--- src/hdl/pdp_pkg.sv ---
package pdp_pkg;
	// ****************************************
	// Field widths.
	// ****************************************
	localparam int M_W = 9;
	localparam int R_W = 6;
	localparam int A_W = 4;
	localparam int CFG_W = 1 + M_W + R_W + A_W;
	// ****************************************
	// Byte field positions.
	// ****************************************
	localparam int B1_PRE = 7;
	localparam int B1_M_HI = 6;
	localparam int B2_R_HI = 3;
	localparam int B2_R_LO = 2;
	localparam int B2_M_HI = 1;
	localparam int B3_R_HI = 7;
	localparam int B3_R_LO = 4;
	localparam int B3_A_HI = 3;
	// ****************************************
	// Reset values, direct pin and sync widths, and prescaler modulus.
	// ****************************************
	localparam logic [CFG_W-1:0] CFG_RST = 20'h80000;
	localparam int DM_W = 7;
	localparam int DR_W = 4;
	localparam int SYNC_W = 8;
	localparam int PRE_MOD = 10;
	// ****************************************
	// Programming modes.
	// ****************************************
	typedef enum logic [1:0] {
		PDP_BUS = 2'b00,
		PDP_SERIAL = 2'b01,
		PDP_DIRECT = 2'b10
	} pdp_mode_e;
endpackage

--- src/hdl/pdp_program_port.sv ---
`timescale 1ns/1ns
module pdp_program_port (
	// Clock and reset.
	input wire logic core_clk_in,
	input wire logic resetn_in,
	// Mode pins.
	input wire logic parallel_port_select_n_in,
	input wire logic serial_link_select_in,
	input wire logic legacy_compat_select_in,
	// Byte bus.
	input wire logic [7:0] host_byte_lines_in,
	input wire logic main_count_low_strobe_in,
	input wire logic upper_bits_strobe_in,
	input wire logic ref_swallow_strobe_in,
	input wire logic transfer_strobe_in,
	input wire logic bank_select_parallel_in,
	// Serial link.
	input wire logic serial_in,
	input wire logic shift_enable_n_in,
	input wire logic shift_clk_in,
	input wire logic bank_select_serial_in,
	// Direct pins.
	input wire logic [pdp_pkg::DM_W-1:0] direct_main_in,
	input wire logic [pdp_pkg::A_W-1:0] direct_swallow_in,
	input wire logic [pdp_pkg::DR_W-1:0] direct_ref_in,
	input wire logic direct_prescaler_dis_in,
	// Divider settings.
	output logic prescaler_on_out,
	output logic [pdp_pkg::M_W-1:0] main_count_out,
	output logic [pdp_pkg::R_W-1:0] ref_count_out,
	output logic [pdp_pkg::A_W-1:0] swallow_count_out,
	output logic [6:0] ref_ratio_out,
	output logic [13:0] feedback_ratio_out
);
	// ****************************************
	// Local positions and reset images.
	// ****************************************
	localparam int R_LO = pdp_pkg::A_W;
	localparam int M_LO = pdp_pkg::A_W + pdp_pkg::R_W;
	localparam int PRE_POS = pdp_pkg::CFG_W - 1;
	localparam int M_HI_W = pdp_pkg::M_W - pdp_pkg::DM_W;
	localparam int R_HI_W = pdp_pkg::R_W - pdp_pkg::DR_W;
	localparam int RAT_W = pdp_pkg::R_W + 1;
	localparam int MI_W = pdp_pkg::M_W + 1;
	localparam int FB_W = $bits(feedback_ratio_out);
	localparam int CTL_W = 5;
	localparam int CTL_BP = 0;
	localparam int CTL_BS = 1;
	localparam int CTL_BUSN = 2;
	localparam int CTL_SER = 3;
	localparam int CTL_LEG = 4;
	localparam int STB_W = 4;
	localparam int STB_M1 = 0;
	localparam int STB_M2 = 1;
	localparam int STB_AW = 2;
	localparam int STB_XF = 3;
	localparam int LNK_W = 3;
	localparam int LNK_DAT = 0;
	localparam int LNK_SEN = 1;
	localparam int LNK_CLK = 2;
	localparam logic [LNK_W-1:0] LNK_IDLE = 3'h2;
	localparam int DIR_W = 1 + pdp_pkg::DM_W + pdp_pkg::A_W + pdp_pkg::DR_W;
	localparam logic [M_HI_W-1:0] M_HI_ZERO = '0;
	localparam logic [R_HI_W-1:0] R_HI_ZERO = '0;
	localparam logic RST_PRE = pdp_pkg::CFG_RST[PRE_POS];
	localparam logic [pdp_pkg::M_W-1:0] RST_M =
		pdp_pkg::CFG_RST[M_LO +: pdp_pkg::M_W];
	localparam logic [pdp_pkg::R_W-1:0] RST_R =
		pdp_pkg::CFG_RST[R_LO +: pdp_pkg::R_W];
	localparam logic [pdp_pkg::A_W-1:0] RST_A =
		pdp_pkg::CFG_RST[pdp_pkg::A_W-1:0];
	localparam logic [RAT_W-1:0] RST_RAT = RAT_W'(RST_R) + RAT_W'(1);
	localparam logic [FB_W-1:0] RST_FB =
		FB_W'(pdp_pkg::PRE_MOD * (int'(RST_M) + 1) + int'(RST_A));
	// ****************************************
	// Declarations.
	// ****************************************
	logic [CTL_W-1:0] ctl_pin_w, ctl_meta_r, ctl_sync_r;
	logic [STB_W-1:0] strb_pin_w, strb_meta_r, strb_sync_r, strb_prev_r;
	logic [STB_W-1:0] strb_rise_w;
	logic [LNK_W-1:0] lnk_pin_w, lnk_meta_r, lnk_sync_r, lnk_prev_r;
	logic [7:0] byte_meta_r, byte_sync_r;
	logic [DIR_W-1:0] dir_pin_w, dir_meta_r, dir_sync_r;
	logic [pdp_pkg::DM_W-1:0] dir_main_w;
	logic [pdp_pkg::A_W-1:0] dir_swal_w;
	logic [pdp_pkg::DR_W-1:0] dir_ref_w;
	logic dir_dis_w;
	logic [1:0] mode_code_w;
	logic is_bus_w, is_ser_w, is_dir_w;
	logic sclk_rise_w, sen_rise_w;
	logic main_count_low_byte_w, high_bits_nibble_w, a_wr_w, shift_w, copy_w;
	logic [pdp_pkg::CFG_W-1:0] prim_cfg_r, prim_cfg_nxt;
	logic [pdp_pkg::CFG_W-1:0] sec_cfg_r, sec_cfg_nxt, bank_w;
	logic pm_pre_w, pre_nxt_w, bk_pre_w, sel_pre_w, use_prim_w;
	logic [pdp_pkg::M_W-1:0] pm_m_w, m_nxt_w, bk_m_w, sel_m_w;
	logic [pdp_pkg::R_W-1:0] pm_rf_w, rf_nxt_w, bk_rf_w, sel_rf_w;
	logic [pdp_pkg::A_W-1:0] pm_a_w, a_nxt_w, bk_a_w, sel_a_w;
	logic [MI_W-1:0] m_inc_w;
	logic [RAT_W-1:0] ratio_nxt_w, ratio_r;
	logic [FB_W-1:0] fb_nxt_w, fb_r;
	logic pre_on_r;
	logic [pdp_pkg::M_W-1:0] main_r;
	logic [pdp_pkg::R_W-1:0] ref_r;
	logic [pdp_pkg::A_W-1:0] swal_r;
	// ****************************************
	// Pin synchronisers.
	// ****************************************
	assign ctl_pin_w = {legacy_compat_select_in, serial_link_select_in,
		parallel_port_select_n_in, bank_select_serial_in,
		bank_select_parallel_in};
	assign strb_pin_w = {transfer_strobe_in, ref_swallow_strobe_in,
		upper_bits_strobe_in, main_count_low_strobe_in};
	assign lnk_pin_w = {shift_clk_in, shift_enable_n_in, serial_in};
	assign dir_pin_w = {direct_prescaler_dis_in, direct_main_in,
		direct_swallow_in, direct_ref_in};
	always_ff @(posedge core_clk_in or negedge resetn_in) begin
		if (!resetn_in) begin
			ctl_meta_r <= '0;
			ctl_sync_r <= '0;
			byte_meta_r <= '0;
			byte_sync_r <= '0;
			dir_meta_r <= '0;
			dir_sync_r <= '0;
		end else begin
			ctl_meta_r <= ctl_pin_w;
			ctl_sync_r <= ctl_meta_r;
			byte_meta_r <= host_byte_lines_in;
			byte_sync_r <= byte_meta_r;
			dir_meta_r <= dir_pin_w;
			dir_sync_r <= dir_meta_r;
		end
	end
	// Edge pins reset to their idle levels so no false edge follows reset.
	always_ff @(posedge core_clk_in or negedge resetn_in) begin
		if (!resetn_in) begin
			strb_meta_r <= '0;
			strb_sync_r <= '0;
			strb_prev_r <= '0;
			lnk_meta_r <= LNK_IDLE;
			lnk_sync_r <= LNK_IDLE;
			lnk_prev_r <= LNK_IDLE;
		end else begin
			strb_meta_r <= strb_pin_w;
			strb_sync_r <= strb_meta_r;
			strb_prev_r <= strb_sync_r;
			lnk_meta_r <= lnk_pin_w;
			lnk_sync_r <= lnk_meta_r;
			lnk_prev_r <= lnk_sync_r;
		end
	end
	// ****************************************
	// Mode decode and edges.
	// ****************************************
	assign mode_code_w = {ctl_sync_r[CTL_BUSN],
		~ctl_sync_r[CTL_BUSN] & ctl_sync_r[CTL_SER]};
	assign is_bus_w = (mode_code_w == pdp_pkg::PDP_BUS);
	assign is_ser_w = (mode_code_w == pdp_pkg::PDP_SERIAL);
	assign is_dir_w = (mode_code_w == pdp_pkg::PDP_DIRECT);
	assign strb_rise_w = strb_sync_r & ~strb_prev_r;
	assign sclk_rise_w = lnk_sync_r[LNK_CLK] & ~lnk_prev_r[LNK_CLK];
	assign sen_rise_w = lnk_sync_r[LNK_SEN] & ~lnk_prev_r[LNK_SEN];
	assign main_count_low_byte_w = is_bus_w & strb_rise_w[STB_M1];
	assign high_bits_nibble_w = is_bus_w & strb_rise_w[STB_M2];
	assign a_wr_w = is_bus_w & strb_rise_w[STB_AW];
	assign shift_w = is_ser_w & sclk_rise_w & ~lnk_sync_r[LNK_SEN];
	assign copy_w = (strb_rise_w[STB_XF] & (is_bus_w | is_ser_w)) |
		(sen_rise_w & is_ser_w);
	// ****************************************
	// Primary and secondary registers.
	// ****************************************
	assign pm_pre_w = prim_cfg_r[PRE_POS];
	assign pm_m_w = prim_cfg_r[M_LO +: pdp_pkg::M_W];
	assign pm_rf_w = prim_cfg_r[R_LO +: pdp_pkg::R_W];
	assign pm_a_w = prim_cfg_r[pdp_pkg::A_W-1:0];
	assign pre_nxt_w = main_count_low_byte_w ? byte_sync_r[pdp_pkg::B1_PRE] : pm_pre_w;
	assign m_nxt_w = {
		high_bits_nibble_w ? byte_sync_r[pdp_pkg::B2_M_HI:0] :
			pm_m_w[pdp_pkg::M_W-1:pdp_pkg::DM_W],
		main_count_low_byte_w ? byte_sync_r[pdp_pkg::B1_M_HI:0] :
			pm_m_w[pdp_pkg::DM_W-1:0]};
	assign rf_nxt_w = {
		high_bits_nibble_w ? byte_sync_r[pdp_pkg::B2_R_HI:pdp_pkg::B2_R_LO] :
			pm_rf_w[pdp_pkg::R_W-1:pdp_pkg::DR_W],
		a_wr_w ? byte_sync_r[pdp_pkg::B3_R_HI:pdp_pkg::B3_R_LO] :
			pm_rf_w[pdp_pkg::DR_W-1:0]};
	assign a_nxt_w = a_wr_w ? byte_sync_r[pdp_pkg::B3_A_HI:0] : pm_a_w;
	assign prim_cfg_nxt = shift_w ?
		{prim_cfg_r[PRE_POS-1:0], lnk_sync_r[LNK_DAT]} :
		{pre_nxt_w, m_nxt_w, rf_nxt_w, a_nxt_w};
	assign sec_cfg_nxt = copy_w ? prim_cfg_r : sec_cfg_r;
	always_ff @(posedge core_clk_in or negedge resetn_in) begin
		if (!resetn_in) begin
			prim_cfg_r <= pdp_pkg::CFG_RST;
			sec_cfg_r <= pdp_pkg::CFG_RST;
		end else begin
			prim_cfg_r <= prim_cfg_nxt;
			sec_cfg_r <= sec_cfg_nxt;
		end
	end
	// ****************************************
	// Divider setting selection.
	// ****************************************
	assign dir_ref_w = dir_sync_r[pdp_pkg::DR_W-1:0];
	assign dir_swal_w = dir_sync_r[pdp_pkg::DR_W +: pdp_pkg::A_W];
	assign dir_main_w =
		dir_sync_r[pdp_pkg::DR_W+pdp_pkg::A_W +: pdp_pkg::DM_W];
	assign dir_dis_w = dir_sync_r[DIR_W-1];
	assign use_prim_w = is_bus_w ? ctl_sync_r[CTL_BP] :
		ctl_sync_r[CTL_BS];
	assign bank_w = use_prim_w ? prim_cfg_r : sec_cfg_r;
	assign bk_pre_w = bank_w[PRE_POS];
	assign bk_m_w = bank_w[M_LO +: pdp_pkg::M_W];
	assign bk_rf_w = bank_w[R_LO +: pdp_pkg::R_W];
	assign bk_a_w = bank_w[pdp_pkg::A_W-1:0];
	assign sel_m_w = is_dir_w ? {M_HI_ZERO, dir_main_w} : {
		ctl_sync_r[CTL_LEG] ? bk_m_w[pdp_pkg::M_W-1:pdp_pkg::DM_W] :
			M_HI_ZERO, bk_m_w[pdp_pkg::DM_W-1:0]};
	assign sel_rf_w = is_dir_w ? {R_HI_ZERO, dir_ref_w} : {
		ctl_sync_r[CTL_LEG] ? bk_rf_w[pdp_pkg::R_W-1:pdp_pkg::DR_W] :
			R_HI_ZERO, bk_rf_w[pdp_pkg::DR_W-1:0]};
	assign sel_a_w = is_dir_w ? dir_swal_w : bk_a_w;
	assign sel_pre_w = is_dir_w ? dir_dis_w : bk_pre_w;
	assign ratio_nxt_w = RAT_W'(sel_rf_w) + RAT_W'(1);
	assign m_inc_w = MI_W'(sel_m_w) + MI_W'(1);
	assign fb_nxt_w =
		FB_W'(pdp_pkg::PRE_MOD * int'(m_inc_w) + int'(sel_a_w));
	always_ff @(posedge core_clk_in or negedge resetn_in) begin
		if (!resetn_in) begin
			pre_on_r <= ~RST_PRE;
			main_r <= RST_M;
			ref_r <= RST_R;
			swal_r <= RST_A;
			ratio_r <= RST_RAT;
			fb_r <= RST_FB;
		end else begin
			pre_on_r <= ~sel_pre_w;
			main_r <= sel_m_w;
			ref_r <= sel_rf_w;
			swal_r <= sel_a_w;
			ratio_r <= ratio_nxt_w;
			fb_r <= fb_nxt_w;
		end
	end
	assign prescaler_on_out = pre_on_r;
	assign main_count_out = main_r;
	assign ref_count_out = ref_r;
	assign swallow_count_out = swal_r;
	assign ref_ratio_out = ratio_r;
	assign feedback_ratio_out = fb_r;
	// ****************************************
	// Assertions.
	// ****************************************
	property p_m1_load;
		@(posedge core_clk_in) disable iff (!resetn_in)
		main_count_low_byte_w |=> pm_m_w[pdp_pkg::DM_W-1:0] ==
			$past(byte_sync_r[pdp_pkg::B1_M_HI:0]) &&
			pm_pre_w == $past(byte_sync_r[pdp_pkg::B1_PRE]);
	endproperty
	a_m1_load: assert property (p_m1_load)
		else $error("main low byte not loaded");
	property p_m2_load;
		@(posedge core_clk_in) disable iff (!resetn_in)
		high_bits_nibble_w |=> pm_m_w[pdp_pkg::M_W-1:pdp_pkg::DM_W] ==
			$past(byte_sync_r[pdp_pkg::B2_M_HI:0]) &&
			pm_rf_w[pdp_pkg::R_W-1:pdp_pkg::DR_W] ==
			$past(byte_sync_r[pdp_pkg::B2_R_HI:pdp_pkg::B2_R_LO]);
	endproperty
	a_m2_load: assert property (p_m2_load)
		else $error("upper bits not loaded");
	property p_a_load;
		@(posedge core_clk_in) disable iff (!resetn_in)
		a_wr_w |=> pm_a_w == $past(byte_sync_r[pdp_pkg::B3_A_HI:0]) &&
			pm_rf_w[pdp_pkg::DR_W-1:0] ==
			$past(byte_sync_r[pdp_pkg::B3_R_HI:pdp_pkg::B3_R_LO]);
	endproperty
	a_a_load: assert property (p_a_load)
		else $error("reference and swallow byte not loaded");
	property p_shift;
		@(posedge core_clk_in) disable iff (!resetn_in)
		shift_w |=> prim_cfg_r[0] == $past(lnk_sync_r[LNK_DAT]) &&
			prim_cfg_r[PRE_POS] == $past(prim_cfg_r[PRE_POS-1]);
	endproperty
	a_shift: assert property (p_shift)
		else $error("serial bit not shifted in");
	property p_copy;
		@(posedge core_clk_in) disable iff (!resetn_in)
		copy_w |=> sec_cfg_r == $past(prim_cfg_r);
	endproperty
	a_copy: assert property (p_copy)
		else $error("primary not copied to secondary");
	property p_hold;
		@(posedge core_clk_in) disable iff (!resetn_in)
		!copy_w |=> $stable(sec_cfg_r);
	endproperty
	a_hold: assert property (p_hold)
		else $error("secondary changed without transfer");
	property p_legacy;
		@(posedge core_clk_in) disable iff (!resetn_in)
		!ctl_sync_r[CTL_LEG] |=>
			main_count_out[pdp_pkg::M_W-1:pdp_pkg::DM_W] == M_HI_ZERO &&
			ref_count_out[pdp_pkg::R_W-1:pdp_pkg::DR_W] == R_HI_ZERO;
	endproperty
	a_legacy: assert property (p_legacy)
		else $error("upper bits not forced low");
	property p_direct;
		@(posedge core_clk_in) disable iff (!resetn_in)
		is_dir_w |=> main_count_out[pdp_pkg::DM_W-1:0] ==
			$past(dir_main_w) && swallow_count_out == $past(dir_swal_w) &&
			ref_count_out[pdp_pkg::DR_W-1:0] == $past(dir_ref_w);
	endproperty
	a_direct: assert property (p_direct)
		else $error("direct pins not routed");
	property p_bank;
		@(posedge core_clk_in) disable iff (!resetn_in)
		is_bus_w && ctl_sync_r[CTL_BP] |=>
			swallow_count_out == $past(pm_a_w);
	endproperty
	a_bank: assert property (p_bank)
		else $error("primary bank not selected");
endmodule

--- config.mk ---
export PLATFORM = sky130hd
export DESIGN_NAME = pdp_program_port
export DESIGN_NICKNAME = d
export VERILOG_FILES = /design/src/hdl/pdp_pkg.sv /design/src/hdl/pdp_program_port.sv
export SDC_FILE = /design/constraint.sdc
export NUM_CORES = 1
export LEC_CHECK = 0
export BUFFER_PORTS_ARGS = -buffer_cell sky130_fd_sc_hd__buf_4
export CAP_MARGIN = 15
export CORE_ASPECT_RATIO = 1.5
export CORE_MARGIN = 4
export CORE_UTILIZATION = 61
export DETAILED_ROUTE_END_ITERATION = 8
export PLACE_DENSITY_LB_ADDON = 0.15
export SYNTH_ARGS = -nofsm -noshare
export SYNTH_HDL_FRONTEND = slang
export SYNTH_SLANG_ARGS = --single-unit
--- constraint.sdc ---
create_clock -name core_clk_in -period 6.94 [get_ports core_clk_in]
set_input_delay 1.388 -clock core_clk_in [delete_from_list [all_inputs] [get_ports core_clk_in]]
set_output_delay 1.388 -clock core_clk_in [all_outputs]
set_load 0.005 [all_outputs]
=== Word-level counts from Yosys, hierarchy flattened ===
Cells that the tools add are included.

* Register bits after elaboration: 160
* Word-level logic and storage cells: 66
* Input bits: 38
* Output and inout port bits: 41

* $add $sub $neg: 3
* Reductions and logical operators: 4
* Bitwise gates (word level): 19
* Mux-type cells: 15
* Multipliers: 1
* Equality and inequality tests: 2

{| class="wikitable"
|+ Operator list
! operator !! count
|-
| 20-bit 2-to-1 mux || 2
|-
| 14-bit by 4-bit adder with 14-bit output || 1
|-
| 3-bit by 10-bit multiplier with 13-bit output (first input constant) || 1
|-
| 4-bit 2-to-1 mux || 3
|-
| 9-bit by 1-bit adder with 10-bit output (second input constant) || 1
|-
| 1-bit AND || 10
|-
| 9-bit 2-to-1 mux || 1
|-
| 2-bit 2-to-1 mux || 4
|-
| 6-bit by 1-bit adder with 7-bit output (second input constant) || 1
|-
| 7-bit 2-to-1 mux || 1
|-
| 6-bit 2-to-1 mux || 1
|-
| 2-bit nonzero test || 3
|-
| 1-bit inverter || 5
|-
| 4-bit AND || 1
|-
| 4-bit inverter || 1
|-
| 1-bit 2-to-1 mux || 3
|-
| 2-bit by 1-bit == test with 1-bit output (second input constant) || 1
|-
| 2-bit == test (second input constant) || 1
|-
| 2-bit logical NOT || 1
|-
| 1-bit bitwise OR || 2
|}

=== Logic depth before layout (Yosys ltp) ===
Gate-level depths: netlist of the first run.

* Word-level depth: 10
* Gate-level depth with buffers: 21
* Gate-level depth less buffers: 17

=== Worst setup path after synthesis of the first run ===
No wires, ideal clock.

* Path kind: reg2reg
* From: register ctl_sync_r[2]
* To: register fb_r[13] (netlist: feedback_ratio_out[13])
* Stages on the path, launching flop included: 21
* Arrival: 4.341 ns
* Setup slack: 2.509 ns
* Data required time: 6.850 ns
* Period minus slack after synthesis: 4.431 ns
* Buffers on the path: 5
* Setup time: 0.090 ns
* Cells stage by stage: dfrtp_1 -> buf_4 -> clkbuf_1 -> buf_2 -> buf_2 -> clkbuf_1 -> nand2_1 -> o21ai_0 -> ha_1 -> inv_1 -> a211oi_2 -> a21boi_1 -> or2_1 -> ha_1 -> ha_1 -> a21oi_1 -> o2111ai_1 -> xnor2_1 -> a2111oi_0 -> nand4b_1 -> o2111ai_1

* Elaborated cells on any way between the ends: 12
* Those cells by class: add/sub (2); mul (1); eq/ne (1); mux (5); bitwise (2); reduce/logical (1)

{| class="wikitable"
|+ RTL lines
! what !! line !! RTL
|-
| from (decl) || pdp_program_port.sv:78 || <nowiki>logic [CTL_W-1:0] ctl_pin_w, ctl_meta_r, ctl_sync_r;</nowiki>
|-
| from (signal assigned) || pdp_program_port.sv:126 || <nowiki>ctl_sync_r <= ctl_meta_r;</nowiki>
|-
| 1-bit inverter || pdp_program_port.sv:155 || <nowiki>~ctl_sync_r[CTL_BUSN] & ctl_sync_r[CTL_SER]};</nowiki>
|-
| 1-bit AND || pdp_program_port.sv:155 ||
|-
| 2-bit logical NOT || pdp_program_port.sv:156 || <nowiki>assign is_bus_w = (mode_code_w == pdp_pkg::PDP_BUS);</nowiki>
|-
| 1-bit 2-to-1 mux || pdp_program_port.sv:208 || <nowiki>assign use_prim_w = is_bus_w ? ctl_sync_r[CTL_BP] :</nowiki>
|-
| 20-bit 2-to-1 mux || pdp_program_port.sv:210 || <nowiki>assign bank_w = use_prim_w ? prim_cfg_r : sec_cfg_r;</nowiki>
|-
| 9-bit 2-to-1 mux * || pdp_program_port.sv:215 || <nowiki>assign sel_m_w = is_dir_w ? {M_HI_ZERO, dir_main_w} : {</nowiki>
|-
| net sel_m_w (one bit) || pdp_program_port.sv:95 || <nowiki>logic [pdp_pkg::M_W-1:0] pm_m_w, m_nxt_w, bk_m_w, sel_m_w;</nowiki>
|-
| 9-bit by 1-bit adder with 10-bit output * || pdp_program_port.sv:224 || <nowiki>assign m_inc_w = MI_W'(sel_m_w) + MI_W'(1);</nowiki>
|-
| 3-bit by 10-bit multiplier with 13-bit output * || pdp_program_port.sv:226 || <nowiki>FB_W'(pdp_pkg::PRE_MOD * int'(m_inc_w) + int'(sel_a_w));</nowiki>
|-
| 14-bit by 4-bit adder with 14-bit output * || pdp_program_port.sv:226 ||
|-
| net fb_nxt_w[13] || pdp_program_port.sv:100 || <nowiki>logic [FB_W-1:0] fb_nxt_w, fb_r;</nowiki>
|-
| to (signal assigned) || pdp_program_port.sv:241 || <nowiki>fb_r <= fb_nxt_w;</nowiki>
|-
| to (decl) || pdp_program_port.sv:100 ||
|}

Mark *: on every way through the listed nets, which the timed path passes. The rest lies on a longest branch.
A chain may end at the register's enable or synchronous reset.

=== Final worst setup path of the first run ===
* From: register ctl_sync_r[3]
* To: register fb_r[11] (netlist: feedback_ratio_out[11])

* Elaborated cells on any way between the ends: 11
* Those cells by class: add/sub (2); mul (1); eq/ne (1); mux (5); bitwise (1); reduce/logical (1)

{| class="wikitable"
|+ RTL lines
! what !! line
|-
| 1-bit AND * || pdp_program_port.sv:155
|-
| 2-bit logical NOT || pdp_program_port.sv:156
|-
| 1-bit 2-to-1 mux || pdp_program_port.sv:208
|-
| 20-bit 2-to-1 mux || pdp_program_port.sv:210
|-
| 9-bit 2-to-1 mux * || pdp_program_port.sv:215
|-
| net sel_m_w (one bit) || pdp_program_port.sv:95
|-
| 9-bit by 1-bit adder with 10-bit output * || pdp_program_port.sv:224
|-
| 3-bit by 10-bit multiplier with 13-bit output * || pdp_program_port.sv:226
|-
| 14-bit by 4-bit adder with 14-bit output * || pdp_program_port.sv:226
|-
| net fb_nxt_w[11] || pdp_program_port.sv:100
|}

Marked as above.

==> flow_metrics.env, run 1 <==
export IMPL_viasPerCell=5.60
export IMPL_ys_async_sr_fraction_pct=100
export IMPL_pwr_density_cell_mw_per_mm2=366
export IMPL_yosys_area_share_simple_pct=8.83
export IMPL_min_period_over_period_pct=71.2
export IMPL_synth_top_family_by_area="multiplexers"
export IMPL_final_setup_skew_ns=0.00692
export IMPL_die_w_microns=90.5
export IMPL_vdd_ir_drop_worst_uv=239
export IMPL_met1Wirelength_mm=4.45
export IMPL_overflow=0
export IMPL_synth_compound_area_share_pct=7.12
export IMPL_num_fill_cells=616
export IMPL_hp_class="reg -> reg"
export IMPL_clock_latency_ns=0.42
export IMPL_post_cts_buffers=0
export IMPL_routed_top_layer="met4"
export IMPL_clkSinkCount=158
export IMPL_ys_seq_area_share_pct=63.7
export IMPL_clock_path_buffers=2
export IMPL_ios=79
export IMPL_first_global_vias=4085
export IMPL_worst_hold_slack_ns=0.347
export IMPL_portBuffers=78
export IMPL_cts_buffers_inserted=17
export IMPL_num_vias=3824
export IMPL_reg2reg_to="feedback_ratio_out[11]"
export IMPL_synth_mux_area_share_pct=9.87
export IMPL_hold_depth=0
export IMPL_r2r_start="ctl_sync_r[3]"
export IMPL_yosysMostFrequentCell="dfrtp_1"
export IMPL_die_h_microns=132
export IMPL_path_common_cell="ha_1"
export IMPL_netlist_area_sq_mm=0.00622
export IMPL_ys_warn_count=0
export IMPL_slowest_stage="a2111oi_0"
export IMPL_cp_start_kind="flop"
export IMPL_dr_wl_met2_mm=6.58
export IMPL_synth_edf_count=0
export IMPL_syn_nets=529
export IMPL_setup_violations=0
export IMPL_cts_root_buffer="clkbuf_16"
export IMPL_place_congestion=0.852
export IMPL_r2r_cells=17
export IMPL_synthTopCellsByCount="150 x dfrtp_1, 44 x nand2_1, 40 x mux2i_1"
export IMPL_hold_viol=0
export IMPL_wirelength_mm=11.8
export IMPL_crit_required_ns=7.23
export IMPL_hp_start="byte_meta_r[6]"
export IMPL_cap_violations=0
export IMPL_drt_antenna_violating_nets=0
export IMPL_area_growth_syn_to_layout_pct=20.8
export IMPL_grt_max_degree=103
export IMPL_path_delay_family="compound AO/OA/AOI/OAI gates"
export IMPL_period_needed_ns=4.94
export IMPL_cts_htree_levels=4
export IMPL_core_area_sq_mm=0.00980
export IMPL_first_pass_iters=4
export IMPL_cp_max_fo=12
export IMPL_syn_avg_cell_area_sq_um=13.2
export IMPL_synth_flop_cell="dfrtp_1"
export IMPL_outcome="finished, final reports clean"
export IMPL_synth_top_cell_by_area="dfrtp_1"
export IMPL_worst_pin_slew_ns=1.20
export IMPL_drive_above_1_share_pct=26.8
export IMPL_end_kind="flop"
export IMPL_route_met3_wl_microns=493
export IMPL_hold_end="byte_sync_r[6]"
export IMPL_synth_xor_area_share_pct=3.94
export IMPL_grt_pass1_wl_mm=20.2
export IMPL_cp_num_buf_inv=2
export IMPL_ys_top_cells_by_area="dfrtp_1 60%, mux2i_1 6.4%, ha_1 3.8%"
export IMPL_slew_headroom_pct=19.9
export IMPL_antenna_found_initial=0
export IMPL_synthesis_instances=470
export IMPL_start_util_pct=63.5
export IMPL_antenna_cells=0
export IMPL_crit_chain="mux2i_1 > buf_4 > mux2i_1 > o21ai_0 > ha_1 > inv_1 > a211oi_2 > a21boi_1 > or2_1 > ha_1 > ha_1 > a21oi_1 > o2111ai_1 > xnor2_1 > a2111oi_0 > nand2_1 > xor2_1"
export IMPL_worstPathArrival_ns=5.23
export IMPL_synthAdderAreaFrac_pct=4.46
export IMPL_rsz0062_at_grt="false"
export IMPL_layout_nets=614
export IMPL_cts_tree="built"
export IMPL_path_class="reg -> reg"
export IMPL_grtUsageTotal_pct=21.6
export IMPL_ys_types=54
export IMPL_row_count=44
export IMPL_max_freq_mhz=202
export IMPL_cts_resized=0
export IMPL_drv_slew=0
export IMPL_route_detailed_drc=0
export IMPL_final_util_pct=76.7
export IMPL_rrSetupSlack_ns=2.00
export IMPL_wl_per_cell_microns=17.3
export IMPL_fin_tns_setup_ns=0
export IMPL_hpwl_mm=8.33
export IMPL_p_leak_uw=0.00343
export IMPL_clkTransAtPathRegs_ns=0.06
export IMPL_dieArea_sq_mm=0.0119
export IMPL_hold_buffers=0
export IMPL_drtIter0Drc=216
export IMPL_synth_seq_cells=158
export IMPL_synth_top_cell_area_share_pct=60.3
export IMPL_crit_path_max_incr_delay_ns=0.77
-- state kept, by name, summed over array words and instances, names as in the netlist --
register / count
dir_meta_r: 16
prescaler_on_out: 1
ctl_meta_r: 5
dir_sync_r: 16
swallow_count_out: 4
lnk_sync_r: 3
byte_meta_r: 8
strb_sync_r: 4
lnk_meta_r: 3
ctl_sync_r: 5
ref_ratio_out: 7
ref_count_out: 6
lnk_prev_r: 2
strb_meta_r: 4
feedback_ratio_out: 13
strb_prev_r: 4
sec_cfg_r: 20
main_count_out: 9
byte_sync_r: 8
prim_cfg_r: 20
-- placed cells by master, fill, tap and decap left out, types with 11 or more instances in the layout --
master,instances
buf_4,81
a21oi_1,12
o21ai_0,34
xnor2_1,18
nand3_1,11
clkbuf_16,17
mux2_2,19
inv_1,12
ha_1,19
dfrtp_1,150
nor2_1,13
mux2i_1,40
nand2_1,44
-- final cells by class --
cell class              count  area [sq um]  share of cell area [%]
clock buffers              21           460                    6.12
flip-flops and latches    158          3960                    52.7
inverters                  12          45.0                   0.599
well taps                 115           144                    1.91
clock inverters            11           134                    1.78
repair buffers             82           619                    8.24
multi-input cells         284          2150                    28.6
-- power breakdown --
part	leakage (uW)	internal, uW	switching (uW)
clock	0.000293	553	358
sequential	0.00189	1090	93.8
combinational	0.00125	316	334
-- logic make-up after synthesis --
kind of cell               after synthesis
DFF                                    158
and+or+nand+nor                        103
AOI/OAI and AO/OA                       73
muxes                                   59
xor gates and xnor gates                28
buffers and inverters                   28
adders and majority gates               21
-- routing by layer --
| layer | global-route usage, % | vias up |
|---|---|---|
| li1 | - | 1799 |
| met1 | 23.8 | 1900 |
| met2 | 38.6 | 97 |
| met3 | 6.01 | 28 |
| met4 | 9.28 | 0 |
| met5 | 0 | - |
-- stage by stage --
stage	setup WS [ns]	cells	area (sq um)	power, uW
after floorplan	2.51	470	6220	1600
after global routing	1.58	683	7520	2900
final	2.00	683	7520	2750
after global placement	2.50	651	6920	1810
after detailed placement	2.17	651	6920	1840
after CTS	2.11	683	7520	2760
-- worst max path at each step --
stage,startpoint,end,slack (ns),cells past startpoint
global placement,ctl_sync_r[3],feedback_ratio_out[13],2.50,17
detailed placement,ctl_sync_r[3],feedback_ratio_out[11],2.17,17
global route,ctl_sync_r[3],feedback_ratio_out[13],1.58,17
finish,ctl_sync_r[3],feedback_ratio_out[11],2.00,17
floorplan,ctl_sync_r[2],feedback_ratio_out[13],2.51,20
CTS,ctl_sync_r[3],feedback_ratio_out[11],2.11,17
Note: power is estimated with default switching activity, not from simulation.
==> inputs of run 2 (changes only) <==
- CORE_UTILIZATION: 61 -> 52
- clock period: 6.94 -> 4 ns (I/O delays scaled with it)
==> run 2 against run 1 <==
  * Power rose by 83%
  * Die area up 16%
  * Clock-buffer cell count down 3
  * Global-route usage is 2.9 points lower
  * Critical path depth down 2
  * Largest cell class unchanged
  * Cell count is 8.1% higher
  * Utilization fell by 8.6 points
  * Register-to-register slack got worse by 2.0 ns
  * Clock skew grew 0.0012 ns
  * Sequential power is 73% higher
  * Sequential share of layout area shrank 2.5 points
==> flow_metrics.env, run 2 (synthesis gave the netlist of run 1 again) <==
export IMPL_p_leak_uw=0.00354
export IMPL_cp_start_kind="flop"
export IMPL_outcome="finished, final reports clean"
export IMPL_final_util_pct=68.1
export IMPL_grtUsageTotal_pct=18.7
export IMPL_worstPathArrival_ns=4.32
export IMPL_slew_headroom_pct=22.9
export IMPL_layout_common_cells="150 x dfrtp_1, 100 x buf_4, 44 x nand2_1, 37 x mux2i_1, 32 x o21ai_0"
export IMPL_place_congestion=0.895
export IMPL_crit_required_ns=4.33
export IMPL_layout_nets=634
export IMPL_cts_root_buffer="clkbuf_16"
export IMPL_met1_usage_pct=21.3
export IMPL_start_util_pct=53.7
export IMPL_reg_top3="prim_cfg_r x20, sec_cfg_r x20"
export IMPL_num_fill_cells=837
export IMPL_num_vias=3973
export IMPL_clkTransAtPathRegs_ns=0.07
export IMPL_clock_latency_ns=0.41
export IMPL_area_growth_syn_to_layout_pct=26.8
export IMPL_grt_max_degree=85
export IMPL_path_common_cell="mux2i_4"
export IMPL_dieArea_sq_mm=0.0138
export IMPL_hpwl_mm=8.68
export IMPL_core_area_sq_mm=0.0116
export IMPL_wl_per_cell_microns=16.9
export IMPL_path_class="reg -> reg"
export IMPL_seqCellArea_sq_mm=0.00396
export IMPL_top_usage_layer="met2"
export IMPL_antenna_cells=0
export IMPL_pwr_density_cell_mw_per_mm2=637
export IMPL_hp_class="reg -> reg"
export IMPL_drive_above_1_share_pct=33.7
export IMPL_end_kind="flop"
export IMPL_cts_htree_levels=4
export IMPL_antenna_found_initial=0
export IMPL_slowest_stage="a2111oi_4"
export IMPL_die_w_microns=97.3
export IMPL_path_delay_family="compound AO/OA/AOI/OAI gates"
export IMPL_final_area_sq_mm=0.00789
export IMPL_viasPerCell=5.38
export IMPL_fin_tns_setup_ns=0
export IMPL_route_detailed_drc=0
export IMPL_min_period_over_period_pct=99.7
export IMPL_cp_max_fo=6
export IMPL_die_h_microns=142
export IMPL_clkSinkCount=158
export IMPL_drtIter0Drc=133
export IMPL_row_count=48
export IMPL_setup_violations=0
export IMPL_max_freq_mhz=251
export IMPL_met3_usage_pct=4.41
export IMPL_crit_chain="mux2i_4 > buf_6 > mux2i_4 > a21boi_4 > nand3_2 > xnor2_2 > ha_1 > ha_2 > inv_2 > fa_2 > nor2b_2 > o211ai_1 > a2111oi_4 > nand4b_1 > o2111ai_1"
export IMPL_drv_slew=0
export IMPL_first_global_vias=4119
export IMPL_overflow=0
export IMPL_clock_path_buffers=2
export IMPL_cap_violations=0
export IMPL_power_uw=5030
export IMPL_wirelength_mm=12.5
export IMPL_worst_pin_slew_ns=1.15
export IMPL_multiInputGateArea_sq_mm=0.00231
export IMPL_hold_viol=0
export IMPL_post_dp_cell_area_sq_mm=0.00707
export IMPL_grt_pass1_wl_mm=20.1
export IMPL_cp_num_buf_inv=2
export IMPL_gr_usage_met2_pct=33.7
export IMPL_portBuffers=78
export IMPL_cts_tree="built"
export IMPL_cts_buffers_inserted=17
export IMPL_ios=79
export IMPL_period_needed_ns=3.99
export IMPL_crit_path_max_incr_delay_ns=0.49
export IMPL_layout_commonest_cell="dfrtp_1"
export IMPL_final_setup_skew_ns=0.00811
export IMPL_drt_antenna_violating_nets=0
export IMPL_vdd_ir_drop_worst_uv=329
export IMPL_worst_hold_slack_ns=0.346
export IMPL_first_pass_iters=4
export IMPL_rsz0062_at_grt="true"
-- run 2: cell count changes in the layout (fill, tap and decap cells not counted), moves of 3 or more --
cell / change
clkinvlp_4: +3
ha_2: +3
inv_2: +3
clkinv_4: -5
ha_1: -5
mux2i_1: -3
inv_1: -3
buf_4: +19
inv_6: +3
-- run 2: what timing repair did --
item / CTS / global route
pin swaps: 1 / 19
buffers inserted: 0 / 7
hold buffers: 0 / 0
setup endpoints to repair: 3 / 5
gates resized for setup: 7 / 26
-- run 2: final timing paths --
| kind | startpoint | to | slack [ns] | cells after the start |
|---|---|---|---|---|
| max | ctl_sync_r[3] | feedback_ratio_out[13] | 0.01 | 15 |
| min | dir_meta_r[12] | dir_sync_r[12] | 0.35 | 0 |
| max reg2reg | ctl_sync_r[3] | feedback_ratio_out[13] | 0.01 | 15 |
| min reg2reg | dir_meta_r[12] | dir_sync_r[12] | 0.35 | 0 |
| max in group asynchronous | resetn_in | ref_ratio_out[0] | 2.68 | 2 |
| min in group asynchronous | resetn_in | main_count_out[6] | 0.42 | 1 |
-- run 2: report_power, final --
part / leakage [uW] / switching, uW / internal, uW / total [uW]
logic: 0.00137 / 644 / 673 / 1320
registers: 0.00189 / 163 / 1900 / 2060
clock network: 0.000292 / 658 / 996 / 1650
total: 0.00354 / 1470 / 3570 / 5030
-- run 2: metrics by stage --
stage	cells	setup WS, ns
after floorplan	470	0.00924
after global placement	698	0.0424
after detailed placement	698	-0.146
after CTS	730	-0.000679
after global routing	738	-0.141
final	738	0.0111
-- run 2: final cells by class --
cell class	count	area share, %
clock buffer	18	5.44
clock inverter	14	2.35
inverter	12	0.571
multi-input combinational	284	29.2
sequential	158	50.2
tap	150	2.38
timing repair buffer	102	9.80
-- run 2: layer usage --
layer	vias to the layer above	routed length, microns
met5	-	0
met4	0	323
met2	97	6890
met3	28	476
met1	2003	4770
li1	1845	-
==> inputs of run 3 (changes only) <==
- MAX_ROUTING_LAYER: default -> met4
==> run 3 against run 2 <==
  * Combinational power about the same
  * Maximum frequency about the same
  * Utilization unchanged
  * Worst setup slack better by 0.0025 ns
  * Sequential cell count unchanged
==> flow_metrics.env, run 3 (synthesis gave the netlist of run 1 again) <==
export IMPL_outcome="finished, final reports clean"
export IMPL_dieArea_sq_mm=0.0138
export IMPL_first_pass_iters=4
export IMPL_overflow=0
export IMPL_wl_per_cell_microns=16.9
export IMPL_period_needed_ns=3.99
export IMPL_hold_viol=0
export IMPL_die_w_microns=97.3
export IMPL_hpwl_mm=8.68
export IMPL_cts_htree_levels=4
export IMPL_path_class="reg -> reg"
export IMPL_ios=79
export IMPL_hp_class="reg -> reg"
export IMPL_final_util_pct=68.1
export IMPL_crit_required_ns=4.33
export IMPL_rrSetupSlack_ns=0.01
export IMPL_layout_setup_ws_ns=0.0136
export IMPL_clkTransAtPathRegs_ns=0.07
export IMPL_clkSinkCount=158
export IMPL_worst_pin_slew_ns=1.16
export IMPL_grt_pass1_wl_mm=20.1
export IMPL_hold_depth=0
export IMPL_reg2reg_to="feedback_ratio_out[13]"
export IMPL_row_count=48
export IMPL_hp_start="dir_meta_r[12]"
export IMPL_antenna_cells=0
export IMPL_core_area_sq_mm=0.0116
export IMPL_cap_violations=0
export IMPL_drt_antenna_violating_nets=0
export IMPL_route_detailed_drc=0
export IMPL_area_growth_syn_to_layout_pct=26.8
export IMPL_layout_nets=634
export IMPL_cts_root_buffer="clkbuf_16"
export IMPL_r2r_start="ctl_sync_r[3]"
export IMPL_drive_above_1_share_pct=33.7
export IMPL_power_uw=5030
export IMPL_rsz0062_at_grt="true"
export IMPL_worst_hold_slack_ns=0.346
export IMPL_num_fill_cells=837
export IMPL_final_setup_skew_ns=0.00822
export IMPL_grt_max_degree=85
export IMPL_setup_violations=0
export IMPL_hold_end="dir_sync_r[12]"
export IMPL_num_vias=3963
export IMPL_pre_cts_ws_ns=-0.146
export IMPL_worstPathArrival_ns=4.31
export IMPL_reg_top3="prim_cfg_r x20, sec_cfg_r x20"
export IMPL_cts_buffers_inserted=17
export IMPL_slew_headroom_pct=22.6
export IMPL_min_period_over_period_pct=99.7
export IMPL_vdd_ir_drop_worst_uv=328
export IMPL_place_congestion=0.910
export IMPL_pwr_density_cell_mw_per_mm2=637
export IMPL_layout_common_cells="150 x dfrtp_1, 100 x buf_4, 44 x nand2_1, 37 x mux2i_1, 32 x o21ai_0"
export IMPL_viasPerCell=5.37
export IMPL_layout_commonest_cell="dfrtp_1"
export IMPL_cts_tree="built"
export IMPL_r2r_cells=15
export IMPL_max_freq_mhz=251
export IMPL_cp_start_kind="flop"
export IMPL_grtUsageTotal_pct=19.3
export IMPL_wirelength_mm=12.4
export IMPL_drtIter0Drc=122
export IMPL_portBuffers=78
export IMPL_die_h_microns=142
export IMPL_clock_latency_ns=0.42
export IMPL_start_util_pct=53.7
export IMPL_cp_max_fo=6
export IMPL_first_global_vias=4120
export IMPL_clock_path_buffers=2
export IMPL_end_kind="flop"
export IMPL_drv_slew=0
export IMPL_p_leak_uw=0.00354
export IMPL_fin_tns_setup_ns=0
export IMPL_antenna_found_initial=0
==> run 3: cell type report <==
type	count	area (sq um)	area share [%]
Clock buffer	18	429	5.44
Clock inverter	14	185	2.35
Inverter	12	45.0	0.571
Multi-Input combinational cell	284	2310	29.2
Sequential cell	158	3960	50.2
Tap cell	150	188	2.38
Timing Repair Buffer	102	773	9.80
==> run 3: layer usage <==
metal / share of wire (%) / GRT usage [%] / routed length (microns) / vias up
met3: 3.7 / 4.56 / 455 / 26
li1: - / - / - / 1843
met5: 0 / - / 0 / -
met4: 2.6 / 8.17 / 320 / 0
met2: 55 / 33.7 / 6900 / 100
met1: 38 / 21.3 / 4760 / 1994
==> run 3: power by group <==
group,switching (uW),total (uW),internal (uW)
registers,163,2060,1900
clock network,657,1650,996
logic,644,1320,673
==> run 3: what timing repair did <==
item                                    CTS  global route
resized for setup                         7            26
endpoints found under the setup margin    3             5
buffers inserted                          0             7
hold buffers                              0             0
endpoints found under the hold margin     0             0
pin swaps                                 1            19
==> run 3: worst max-delay path: stages (launching register included) <==
cell and delay (ns):
dfrtp_1 0.41, mux2i_4 0.33, buf_6 0.18, mux2i_4 0.24, a21boi_4 0.26, nand3_2 0.12, xnor2_2 0.17, ha_1 0.30
ha_2 0.18, inv_2 0.04, fa_2 0.40, nor2b_2 0.13, o211ai_1 0.25, a2111oi_4 0.49, nand4b_1 0.15, o2111ai_1 0.23
==> run 3: worst max-delay path by stage <==
stage	depth (start not counted)	slack (ns)	endpoint	from
after floorplan	21	0.009	feedback_ratio_out[13]	ctl_sync_r[2]
after global placement	17	0.04	feedback_ratio_out[12]	ctl_sync_r[3]
after detailed placement	16	-0.15	feedback_ratio_out[13]	ctl_sync_r[3]
after CTS	16	-0.0007	feedback_ratio_out[13]	ctl_sync_r[3]
after global routing	15	-0.14	feedback_ratio_out[13]	ctl_sync_r[3]
final	15	0.01	feedback_ratio_out[13]	ctl_sync_r[3]
==> run 3: per-stage QoR <==
step                      cell area, sq um  std cells
final                                 7890        738
after detailed placement              7070        698
after global routing                  7890        738
after global placement                7070        698
after floorplan                       6240        470
after CTS                             7720        730
